===== src/crcg_pkg.sv =====
package crcg_pkg;
  // Register index map
  localparam logic [1:0] ADDR_CTRL = 2'h0;
  localparam logic [1:0] ADDR_TAPS = 2'h1;
  localparam logic [1:0] ADDR_CHECKSUM = 2'h2;
  localparam logic [1:0] ADDR_FIFO_WR = 2'h3;
  // Field positions in control_status_reg
  localparam int POLY_LENGTH_MINUS_ONE_LSB = 0;
  localparam int RUN_BIT = 4;
  localparam int EMPTY_BIT = 6;
  localparam int FULL_BIT = 7;
  localparam int COUNT_LSB = 8;
  localparam int IDLE_STOP_BIT = 13;
  // Widths and depths
  localparam int DATA_W = 16;
  localparam int FIFO_ENTRIES = 16;
  localparam logic [4:0] DEPTH_LONG = 5'h08;
  localparam logic [4:0] DEPTH_SHORT = 5'h10;
  localparam logic [3:0] POLY_LENGTH_MINUS_ONE_SHORT_MAX = 4'h7;
  localparam logic [3:0] POLY_LENGTH_MINUS_ONE_TOP = 4'hF;
  // Reset values and masks
  localparam logic [3:0] POLY_LENGTH_MINUS_ONE_RST = 4'h0;
  localparam logic RUN_RST = 1'b0;
  localparam logic IDLE_STOP_RST = 1'b0;
  localparam logic [15:0] TAPS_RST = 16'h0000;
  localparam logic [15:0] CRC_RST = 16'h0000;
  localparam logic [15:0] TAPS_MASK = 16'hFFFE;
  localparam logic [15:0] ALL_ONES = 16'hFFFF;
endpackage : crcg_pkg


===== src/crcg_top.sv =====
// Decided for this implementation: the register offsets and the address-and-strobe port.
`timescale 1ns/100ps
// Summary of operation
// Four-bit length field holds polynomial length minus one; sets word size.
// Fifteen tap enables for terms tap_enable; bit 0 reads zero.
// Constant x0 term always applies feedback.
// Top term of a 16-bit polynomial is implied, no tap bit.
// FIFO depth is 8 when length field above 7, else 16.
// FIFO accepts byte writes; wide words built from partial writes.
// Writing the word's most significant bit adds one valid word.
// Shifting runs only while run bit set and count above zero.
// Count drops as each word's last bit leaves; shifting continues to zero.
// Each queued word takes length field plus one clocks, one bit each.
// Full flag at count equal to depth; empty flag at zero.
// Write while full wraps count to zero, no interrupt.
// Interrupt when count goes from one to zero.
// Run bit one starts the shifter; zero stops it.
// Software waits one cycle after a data write before reading count.
// Software waits for empty before reading the checksum.
// Software flushes queued words by running until empty.
// Software primes FIFO, sets run, tops up while count below depth.
// In sleep the engine freezes and resumes from the same state.
// Idle-stop set halts engine in idle like sleep; clear keeps running.
// Pending interrupt still passes out while halted in idle.
// Reset: empty one; full, count, run, length zero; status read-only.
// Words shift MSb first through LFSR with XOR at enabled taps.
module crcg_top (
  input wire logic CLK_IN,
  input wire logic RST_IN,
  input wire logic [1:0] ADDR_IN,
  input wire logic [15:0] WDATA_IN,
  input wire logic [1:0] BYTE_EN_IN,
  input wire logic WR_IN,
  input wire logic RD_IN,
  input wire logic SLEEP_IN,
  input wire logic IDLE_IN,
  output logic [15:0] RDATA_OUT,
  output logic CRC_IRQ_OUT
);

  ////////////////////////////////////////////////////////////////////////////
  // Functions

  function automatic logic [4:0] fifo_depth(input logic [3:0] p);
    // depth from length
    fifo_depth = (p > crcg_pkg::POLY_LENGTH_MINUS_ONE_SHORT_MAX) ? crcg_pkg::DEPTH_LONG
                                                : crcg_pkg::DEPTH_SHORT;
  endfunction : fifo_depth

  function automatic logic [15:0] len_mask(input logic [3:0] p);
    len_mask = crcg_pkg::ALL_ONES >> (crcg_pkg::POLY_LENGTH_MINUS_ONE_TOP - p);
  endfunction : len_mask

  function automatic logic [15:0] crc_step(
    input logic [15:0] c,
    input logic d,
    input logic [15:0] t,
    input logic [3:0] p
  );
    logic [15:0] r;
    logic fb;
    r = '0;
    fb = 1'b0;
    // top term implied
    fb = c[p] ^ d;
    r = {c[14:0], 1'b0};
    // XOR at taps
    r = r ^ ({16{fb}} & t & crcg_pkg::TAPS_MASK);
    // x0 term always
    r[0] = fb;
    crc_step = r & len_mask(p);
  endfunction : crc_step

  ////////////////////////////////////////////////////////////////////////////
  // Declarations

  logic [3:0] poly_length_minus_one_q;
  logic run_q;
  logic idle_stop_q;
  logic [15:0] taps_q;
  logic [15:0] crc_q;
  logic [15:0] stage_q;
  logic [15:0] fifo_mem [crcg_pkg::FIFO_ENTRIES];
  logic [3:0] wr_ptr_q;
  logic [3:0] rd_ptr_q;
  logic [3:0] bit_cnt_q;
  logic [4:0] count_q;
  logic [4:0] count_d;
  logic irq_q;
  logic [15:0] rdata_q;
  logic [4:0] depth;
  logic full;
  logic empty;
  logic freeze;
  logic wr_ctrl;
  logic wr_taps;
  logic wr_sum;
  logic wr_fifo;
  logic msb_lane;
  logic push;
  logic wrap;
  logic shifting;
  logic pop;
  logic [3:0] bit_idx;
  logic shift_bit;
  logic [15:0] merged;
  logic [15:0] ctrl_view;

  ////////////////////////////////////////////////////////////////////////////
  // Decode and status

  assign wr_ctrl = WR_IN && (ADDR_IN == crcg_pkg::ADDR_CTRL);
  assign wr_taps = WR_IN && (ADDR_IN == crcg_pkg::ADDR_TAPS);
  assign wr_sum = WR_IN && (ADDR_IN == crcg_pkg::ADDR_CHECKSUM);
  assign wr_fifo = WR_IN && (ADDR_IN == crcg_pkg::ADDR_FIFO_WR);

  assign depth = fifo_depth(poly_length_minus_one_q);
  // full and empty flags
  assign full = (count_q == depth);
  assign empty = (count_q == 5'h00);

  // sleep freeze
  // idle stop acts as sleep
  assign freeze = SLEEP_IN | (IDLE_IN & idle_stop_q);

  // byte lanes merged
  assign merged = {BYTE_EN_IN[1] ? WDATA_IN[15:8] : stage_q[15:8],
                   BYTE_EN_IN[0] ? WDATA_IN[7:0] : stage_q[7:0]};
  assign msb_lane = (poly_length_minus_one_q > crcg_pkg::POLY_LENGTH_MINUS_ONE_SHORT_MAX);
  // word done on MSb lane
  assign push = wr_fifo && BYTE_EN_IN[msb_lane];
  // write while full wraps
  assign wrap = push && full;

  // run and words present
  // run bit gates shifter
  assign shifting = run_q && !empty && !freeze;
  assign bit_idx = poly_length_minus_one_q - bit_cnt_q;
  assign shift_bit = fifo_mem[rd_ptr_q][bit_idx];
  // last bit leaves
  assign pop = shifting && (bit_cnt_q == poly_length_minus_one_q) && !wrap;

  always_comb begin
    count_d = count_q;
    if (wrap) begin
      count_d = 5'h00;
    end else if (push && !pop) begin
      count_d = count_q + 5'h01;
    end else if (pop && !push) begin
      count_d = count_q - 5'h01;
    end
  end

  ////////////////////////////////////////////////////////////////////////////
  // Control registers

  // control reset values
  always_ff @(posedge CLK_IN or posedge RST_IN) begin
    if (RST_IN) begin
      poly_length_minus_one_q <= crcg_pkg::POLY_LENGTH_MINUS_ONE_RST;
      run_q <= crcg_pkg::RUN_RST;
      idle_stop_q <= crcg_pkg::IDLE_STOP_RST;
    end else if (wr_ctrl) begin
      // length field
      poly_length_minus_one_q <= WDATA_IN[crcg_pkg::POLY_LENGTH_MINUS_ONE_LSB +: 4];
      run_q <= WDATA_IN[crcg_pkg::RUN_BIT];
      idle_stop_q <= WDATA_IN[crcg_pkg::IDLE_STOP_BIT];
    end
  end

  // tap enables, bit 0 absent
  always_ff @(posedge CLK_IN or posedge RST_IN) begin
    if (RST_IN) begin
      taps_q <= crcg_pkg::TAPS_RST;
    end else if (wr_taps) begin
      taps_q <= WDATA_IN & crcg_pkg::TAPS_MASK;
    end
  end

  ////////////////////////////////////////////////////////////////////////////
  // FIFO

  always_ff @(posedge CLK_IN) begin
    if (push && !wrap) begin
      fifo_mem[wr_ptr_q] <= merged;
    end
  end

  // partial bytes held
  always_ff @(posedge CLK_IN or posedge RST_IN) begin
    if (RST_IN) begin
      stage_q <= 16'h0000;
    end else if (wr_fifo) begin
      stage_q <= push ? 16'h0000 : merged;
    end
  end

  always_ff @(posedge CLK_IN or posedge RST_IN) begin
    if (RST_IN) begin
      wr_ptr_q <= 4'h0;
      rd_ptr_q <= 4'h0;
    end else if (wrap) begin
      wr_ptr_q <= 4'h0;
      rd_ptr_q <= 4'h0;
    end else begin
      if (push) begin
        wr_ptr_q <= (5'(wr_ptr_q) == depth - 5'h01) ? 4'h0 : wr_ptr_q + 4'h1;
      end
      if (pop) begin
        rd_ptr_q <= (5'(rd_ptr_q) == depth - 5'h01) ? 4'h0 : rd_ptr_q + 4'h1;
      end
    end
  end

  // count up on push
  // count down on pop
  always_ff @(posedge CLK_IN or posedge RST_IN) begin
    if (RST_IN) begin
      count_q <= 5'h00;
    end else begin
      count_q <= count_d;
    end
  end

  ////////////////////////////////////////////////////////////////////////////
  // Serial shifter and CRC engine

  // one bit per clock
  always_ff @(posedge CLK_IN or posedge RST_IN) begin
    if (RST_IN) begin
      bit_cnt_q <= 4'h0;
    end else if (wrap || pop) begin
      bit_cnt_q <= 4'h0;
    end else if (shifting) begin
      bit_cnt_q <= bit_cnt_q + 4'h1;
    end
  end

  // MSb first into LFSR
  always_ff @(posedge CLK_IN or posedge RST_IN) begin
    if (RST_IN) begin
      crc_q <= crcg_pkg::CRC_RST;
    end else if (wr_sum) begin
      crc_q <= WDATA_IN & len_mask(poly_length_minus_one_q);
    end else if (shifting && !wrap) begin
      crc_q <= crc_step(crc_q, shift_bit, taps_q, poly_length_minus_one_q);
    end
  end

  ////////////////////////////////////////////////////////////////////////////
  // Interrupt

  // one to zero pulse
  // not gated by freeze
  always_ff @(posedge CLK_IN or posedge RST_IN) begin
    if (RST_IN) begin
      irq_q <= 1'b0;
    end else begin
      irq_q <= (count_q == 5'h01) && (count_d == 5'h00) && !wrap;
    end
  end

  assign CRC_IRQ_OUT = irq_q;

  ////////////////////////////////////////////////////////////////////////////
  // Read port

  // status fields read-only
  always_comb begin
    ctrl_view = 16'h0000;
    ctrl_view[crcg_pkg::POLY_LENGTH_MINUS_ONE_LSB +: 4] = poly_length_minus_one_q;
    ctrl_view[crcg_pkg::RUN_BIT] = run_q;
    ctrl_view[crcg_pkg::EMPTY_BIT] = empty;
    ctrl_view[crcg_pkg::FULL_BIT] = full;
    ctrl_view[crcg_pkg::COUNT_LSB +: 5] = count_q;
    ctrl_view[crcg_pkg::IDLE_STOP_BIT] = idle_stop_q;
  end

  always_ff @(posedge CLK_IN or posedge RST_IN) begin
    if (RST_IN) begin
      rdata_q <= 16'h0000;
    end else if (RD_IN) begin
      unique case (ADDR_IN)
        crcg_pkg::ADDR_CTRL: rdata_q <= ctrl_view;
        crcg_pkg::ADDR_TAPS: rdata_q <= taps_q;
        crcg_pkg::ADDR_CHECKSUM: rdata_q <= crc_q;
        crcg_pkg::ADDR_FIFO_WR: rdata_q <= crc_q;
      endcase
    end else begin
      rdata_q <= 16'h0000;
    end
  end

  assign RDATA_OUT = rdata_q;
endmodule : crcg_top


===== config.mk =====
export PLATFORM = sky130hd
export DESIGN_NAME = crcg_top
export DESIGN_NICKNAME = d
export VERILOG_FILES = /design/src/crcg_pkg.sv /design/src/crcg_top.sv
export SDC_FILE = /design/constraint.sdc
export NUM_CORES = 1
export LEC_CHECK = 0
export BUFFER_PORTS_ARGS = -buffer_cell sky130_fd_sc_hd__buf_2
export CAP_MARGIN = 20
export CORE_ASPECT_RATIO = 0.5
export CORE_UTILIZATION = 35
export DETAILED_ROUTE_END_ITERATION = 10
export GPL_ROUTABILITY_DRIVEN = 0
export PLACE_DENSITY = 0.57
export SLEW_MARGIN = 20
export SYNTH_ARGS = -nofsm -noshare
export SYNTH_HDL_FRONTEND = slang
export SYNTH_SLANG_ARGS = --single-unit

===== constraint.sdc =====
create_clock -name CLK_IN -period 6.76 [get_ports CLK_IN]
set_clock_uncertainty 0.2 [all_clocks]
set_input_delay 1.352 -clock CLK_IN [delete_from_list [all_inputs] [get_ports CLK_IN]]
set_output_delay 1.352 -clock CLK_IN [all_outputs]
set_load 0.03 [all_outputs]

==> results.md <==
- Status: finished, final reports clean
- Clock share of power: 29.1%
- Hold Crit Class: reg2reg
- Ys Warns: 0
- Comb pwr share: approximately 28%
- Sequential share of power: between 40 and 50%
- Area delta synth->final: 12.34%
- Post-synthesis sequential area ratio: 65.50%
- Average size of a mapped cell: roughly 15 sq um
- Post_cts resized: 0
- Final Net Count: 1059
- Layout cells sized above 1: between 20% and 30%
- Clk sinks: roughly 340
- Final Setup Violations: 0
- First-pass GRT wire length: 55230 microns
- Root Buffer: clkbuf_16
- FF-to-FF End: crc_q[3]
- Pwr Density: around 370 mW/mm^2
- Final hold viol count: 0
- Worst-path clk slew: about 0.06 ns
- Clk_lat worst skew: 0.53 ns
- Initial antenna violation count: 0
- Reg2Reg Setup Slack: 1.79 ns
- Mean routed wirelength per cell: between 20 and 25 microns
- IO buf count: 42
- Setup Buffers After CTS: 0
- Maximum vdd drop: 0.2221 mV
- DR DRC count: 0
- Vias per cell: approximately 5.4
- Max Slew Vio Count: 0
- Ys async rst share: between 20% and 30%
- Iter 0 DRT Violations: between 700 and 800
- All-Layer GR Usage: between 10% and 20%
- CP Launch Type: flop
- Die ar.: around 0.044 sq mm
- Cell Area, Synth: around 0.015 sq mm
- Flops & latches, synth: around 340
- Total negative slack: 0 ns
- Cell variety after synth: 66
- Post-DRT Antenna Nets: 0
- Detail Placement HPWL: between 20000 and 25000 microns
- Starting Density: a little over a third
- Slew @ Worst Pin: around 1.1 ns
- Switching Fraction: 32.69%
- Most common cell after layout, fill and taps aside: edfxtp_1
- Core area: 0.04218 sq mm
- Post-synth EDFFs: between 200 and 300
- Worst Path Arrival: 5.22 ns
- P_sw: ~2.1 mW
- GR Overflow Total: 0
- Vias in the first global route: roughly 9000
- Fill count: roughly 3900
- DIE WIDTH: about 300 microns
- Row cnt: 53
- Post-Synthesis Cells: 978
- Fin crit period: about 5 ns
- WP data required: around 7 ns
- Hold path startpoint: stage_q[10]
- Internal: 4.245 mW
- Die height: 148.7 microns
- Main synth FF type: edfxtp_1
- Pre-antenna DRT Iters: 5
- Tot Pwr: between 6 and 7 mW
- Crit. End Element: flop
- Max cap viols: 0
- CTS tree: done
- Reg2reg path depth: 12
- Max clock buf depth: 3
- Leak: 5.864 nW
- Post-Syn Nets: ~1000
- Final cycle utilization of the critical path: between 70% and 80%
- Reg2reg start: poly_length_minus_one_q[1]
- # diodes: 0
- Total Routed Length: 36120 microns
- Crit Path Max Fanout: 16
- Ports: 43
- Maximum clock frequency: around 0.20 GHz
- RSZ-0062 raised after global routing: no
- CTS Hold Bufs: 0
- Most frequent cells in the layout: edfxtp_1 (256), nand2_1 (88), dfrtp_1 (85), mux4_2 (62), o21ai_0 (52)
- Largest net degree at the start of global routing: 50
- Num CTS Buffers: 35
- Crit path kind: reg2reg
- Vias: slightly below 9000
- Htree depth: 2
- WHS Endpoint: stage_q[10]
- Max_slew headroom: approximately 25%
- Cells on Worst Hold Path: 2
-- through the flow --
| step | setup slack [ns] | hold WS [ns] | cells | utilization [%] | cell area [sq um] |
|---|---|---|---|---|---|
| global placement | 1.964 | 0.2578 | 1559 | 37.56 | 15840 |
| floorplan | 2.408 | 0.2460 | 978 | - | 15060 |
| detailed placement | 1.766 | 0.2673 | 1559 | 37.58 | 15850 |
| CTS | 1.739 | 0.2800 | 1623 | 40.12 | 16920 |
| global route | 1.309 | 0.3016 | 1623 | 40.12 | 16920 |
| finish | 1.785 | 0.2772 | 1623 | 40.12 | 16920 |
-- power groups by stage --
| stage | registers (mW) | logic (mW) | clock network, mW |
|---|---|---|---|
| floorplan | 2.62 | 1.46 | 0 |
| global placement | 2.73 | 1.75 | 0 |
| detailed placement | 2.73 | 1.78 | 0 |
| CTS | 2.70 | 1.78 | 1.87 |
| global route | 2.72 | 1.93 | 1.95 |
| finish | 2.69 | 1.78 | 1.84 |
-- sequential cells by signal (all words and copies together), names as in the netlist, 4 cells and up --
| name | count |
|---|---|
| fifo_mem | 256 |
| RDATA_OUT | 16 |
| crc_q | 16 |
| stage_q | 16 |
| taps_q | 15 |
| count_q | 5 |
| bit_cnt_q | 4 |
| poly_length_minus_one_q | 4 |
| rd_ptr_q | 4 |
| wr_ptr_q | 4 |
-- metal layers --
| metal | up-vias | GRT usage, % | part of all wire [%] |
|---|---|---|---|
| met5 | - | 0 | 0 |
| met4 | 0 | 4.145 | 1.6 |
| met3 | 49 | 2.720 | 5.2 |
| met2 | 266 | 28.08 | 49 |
| met1 | 4534 | 23.32 | 44 |
| li1 | 3861 | - | - |
-- worst max-delay path, stage by stage, from the launching register on --
cell and delay, ns:
dfrtp_1 0.70, inv_1 0.21, fa_1 0.97, clkinv_1 0.42, mux2i_1 0.20, a221oi_1 0.28
a21boi_2 0.22, o22ai_2 0.13, nor4_4 0.90, buf_4 0.30, o21ai_2 0.07, xor2_1 0.14
a21oi_1 0.15
-- cells by family after synthesis --
logic type | after synthesis | share of synthesized area, %
flops | 343 | 65.50
fa+ha+maj | 14 | 1.213
buf+inv | 72 | 2.559
xor+xnor | 28 | 1.628
mux | 142 | 14.92
compound gates | 150 | 6.671
simple gates | 229 | 7.510
-- synth_stat cells, drive strengths merged, types with 9 or more instances --
cell type  count  area, sq um
buf           32        235.2
mux2i         40        400.4
a21oi         19        106.4
dfrtp         87         2177
a22oi         10        75.07
edfxtp       256         7687
inv           12        45.04
nand4          9        56.30
nand3         24        120.1
mux4          62         1396
nor2          30        112.6
nor2b         11        68.82
mux2          40        450.4
o211ai        15        112.6
xor2          22        192.7
nand2         88        330.3
ha            13        162.7
and2          18        112.6
clkbuf        25        93.84
nor3          15        75.07
o21ai         68        374.1
-- final cells by class --
cell class / instances / area [sq um] / area share (%)
Sequential cell: 343 / 9869 / 58.33
Clock buffer: 43 / 915.9 / 5.413
Clock inverter: 21 / 155.1 / 0.9170
Timing Repair Buffer: 61 / 352.8 / 2.085
Tap cell: 577 / 721.9 / 4.267
Multi-Input combinational cell: 563 / 4846 / 28.64
Inverter: 15 / 57.56 / 0.3402
-- how the worst max path moves through the flow --
stage,to,start,slack [ns],depth (start not counted)
5_1_grt,crc_q[13],poly_length_minus_one_q[1],1.31,11
3_3_place_gp,crc_q[3],poly_length_minus_one_q[0],1.96,13
3_5_place_dp,crc_q[4],poly_length_minus_one_q[1],1.77,12
2_1_floorplan,fifo_mem[10][0],BYTE_EN_IN[1],2.41,5
4_1_cts,crc_q[13],poly_length_minus_one_q[0],1.74,12
6_report,crc_q[3],poly_length_minus_one_q[1],1.79,12
Power figures use the tool's default switching activity.
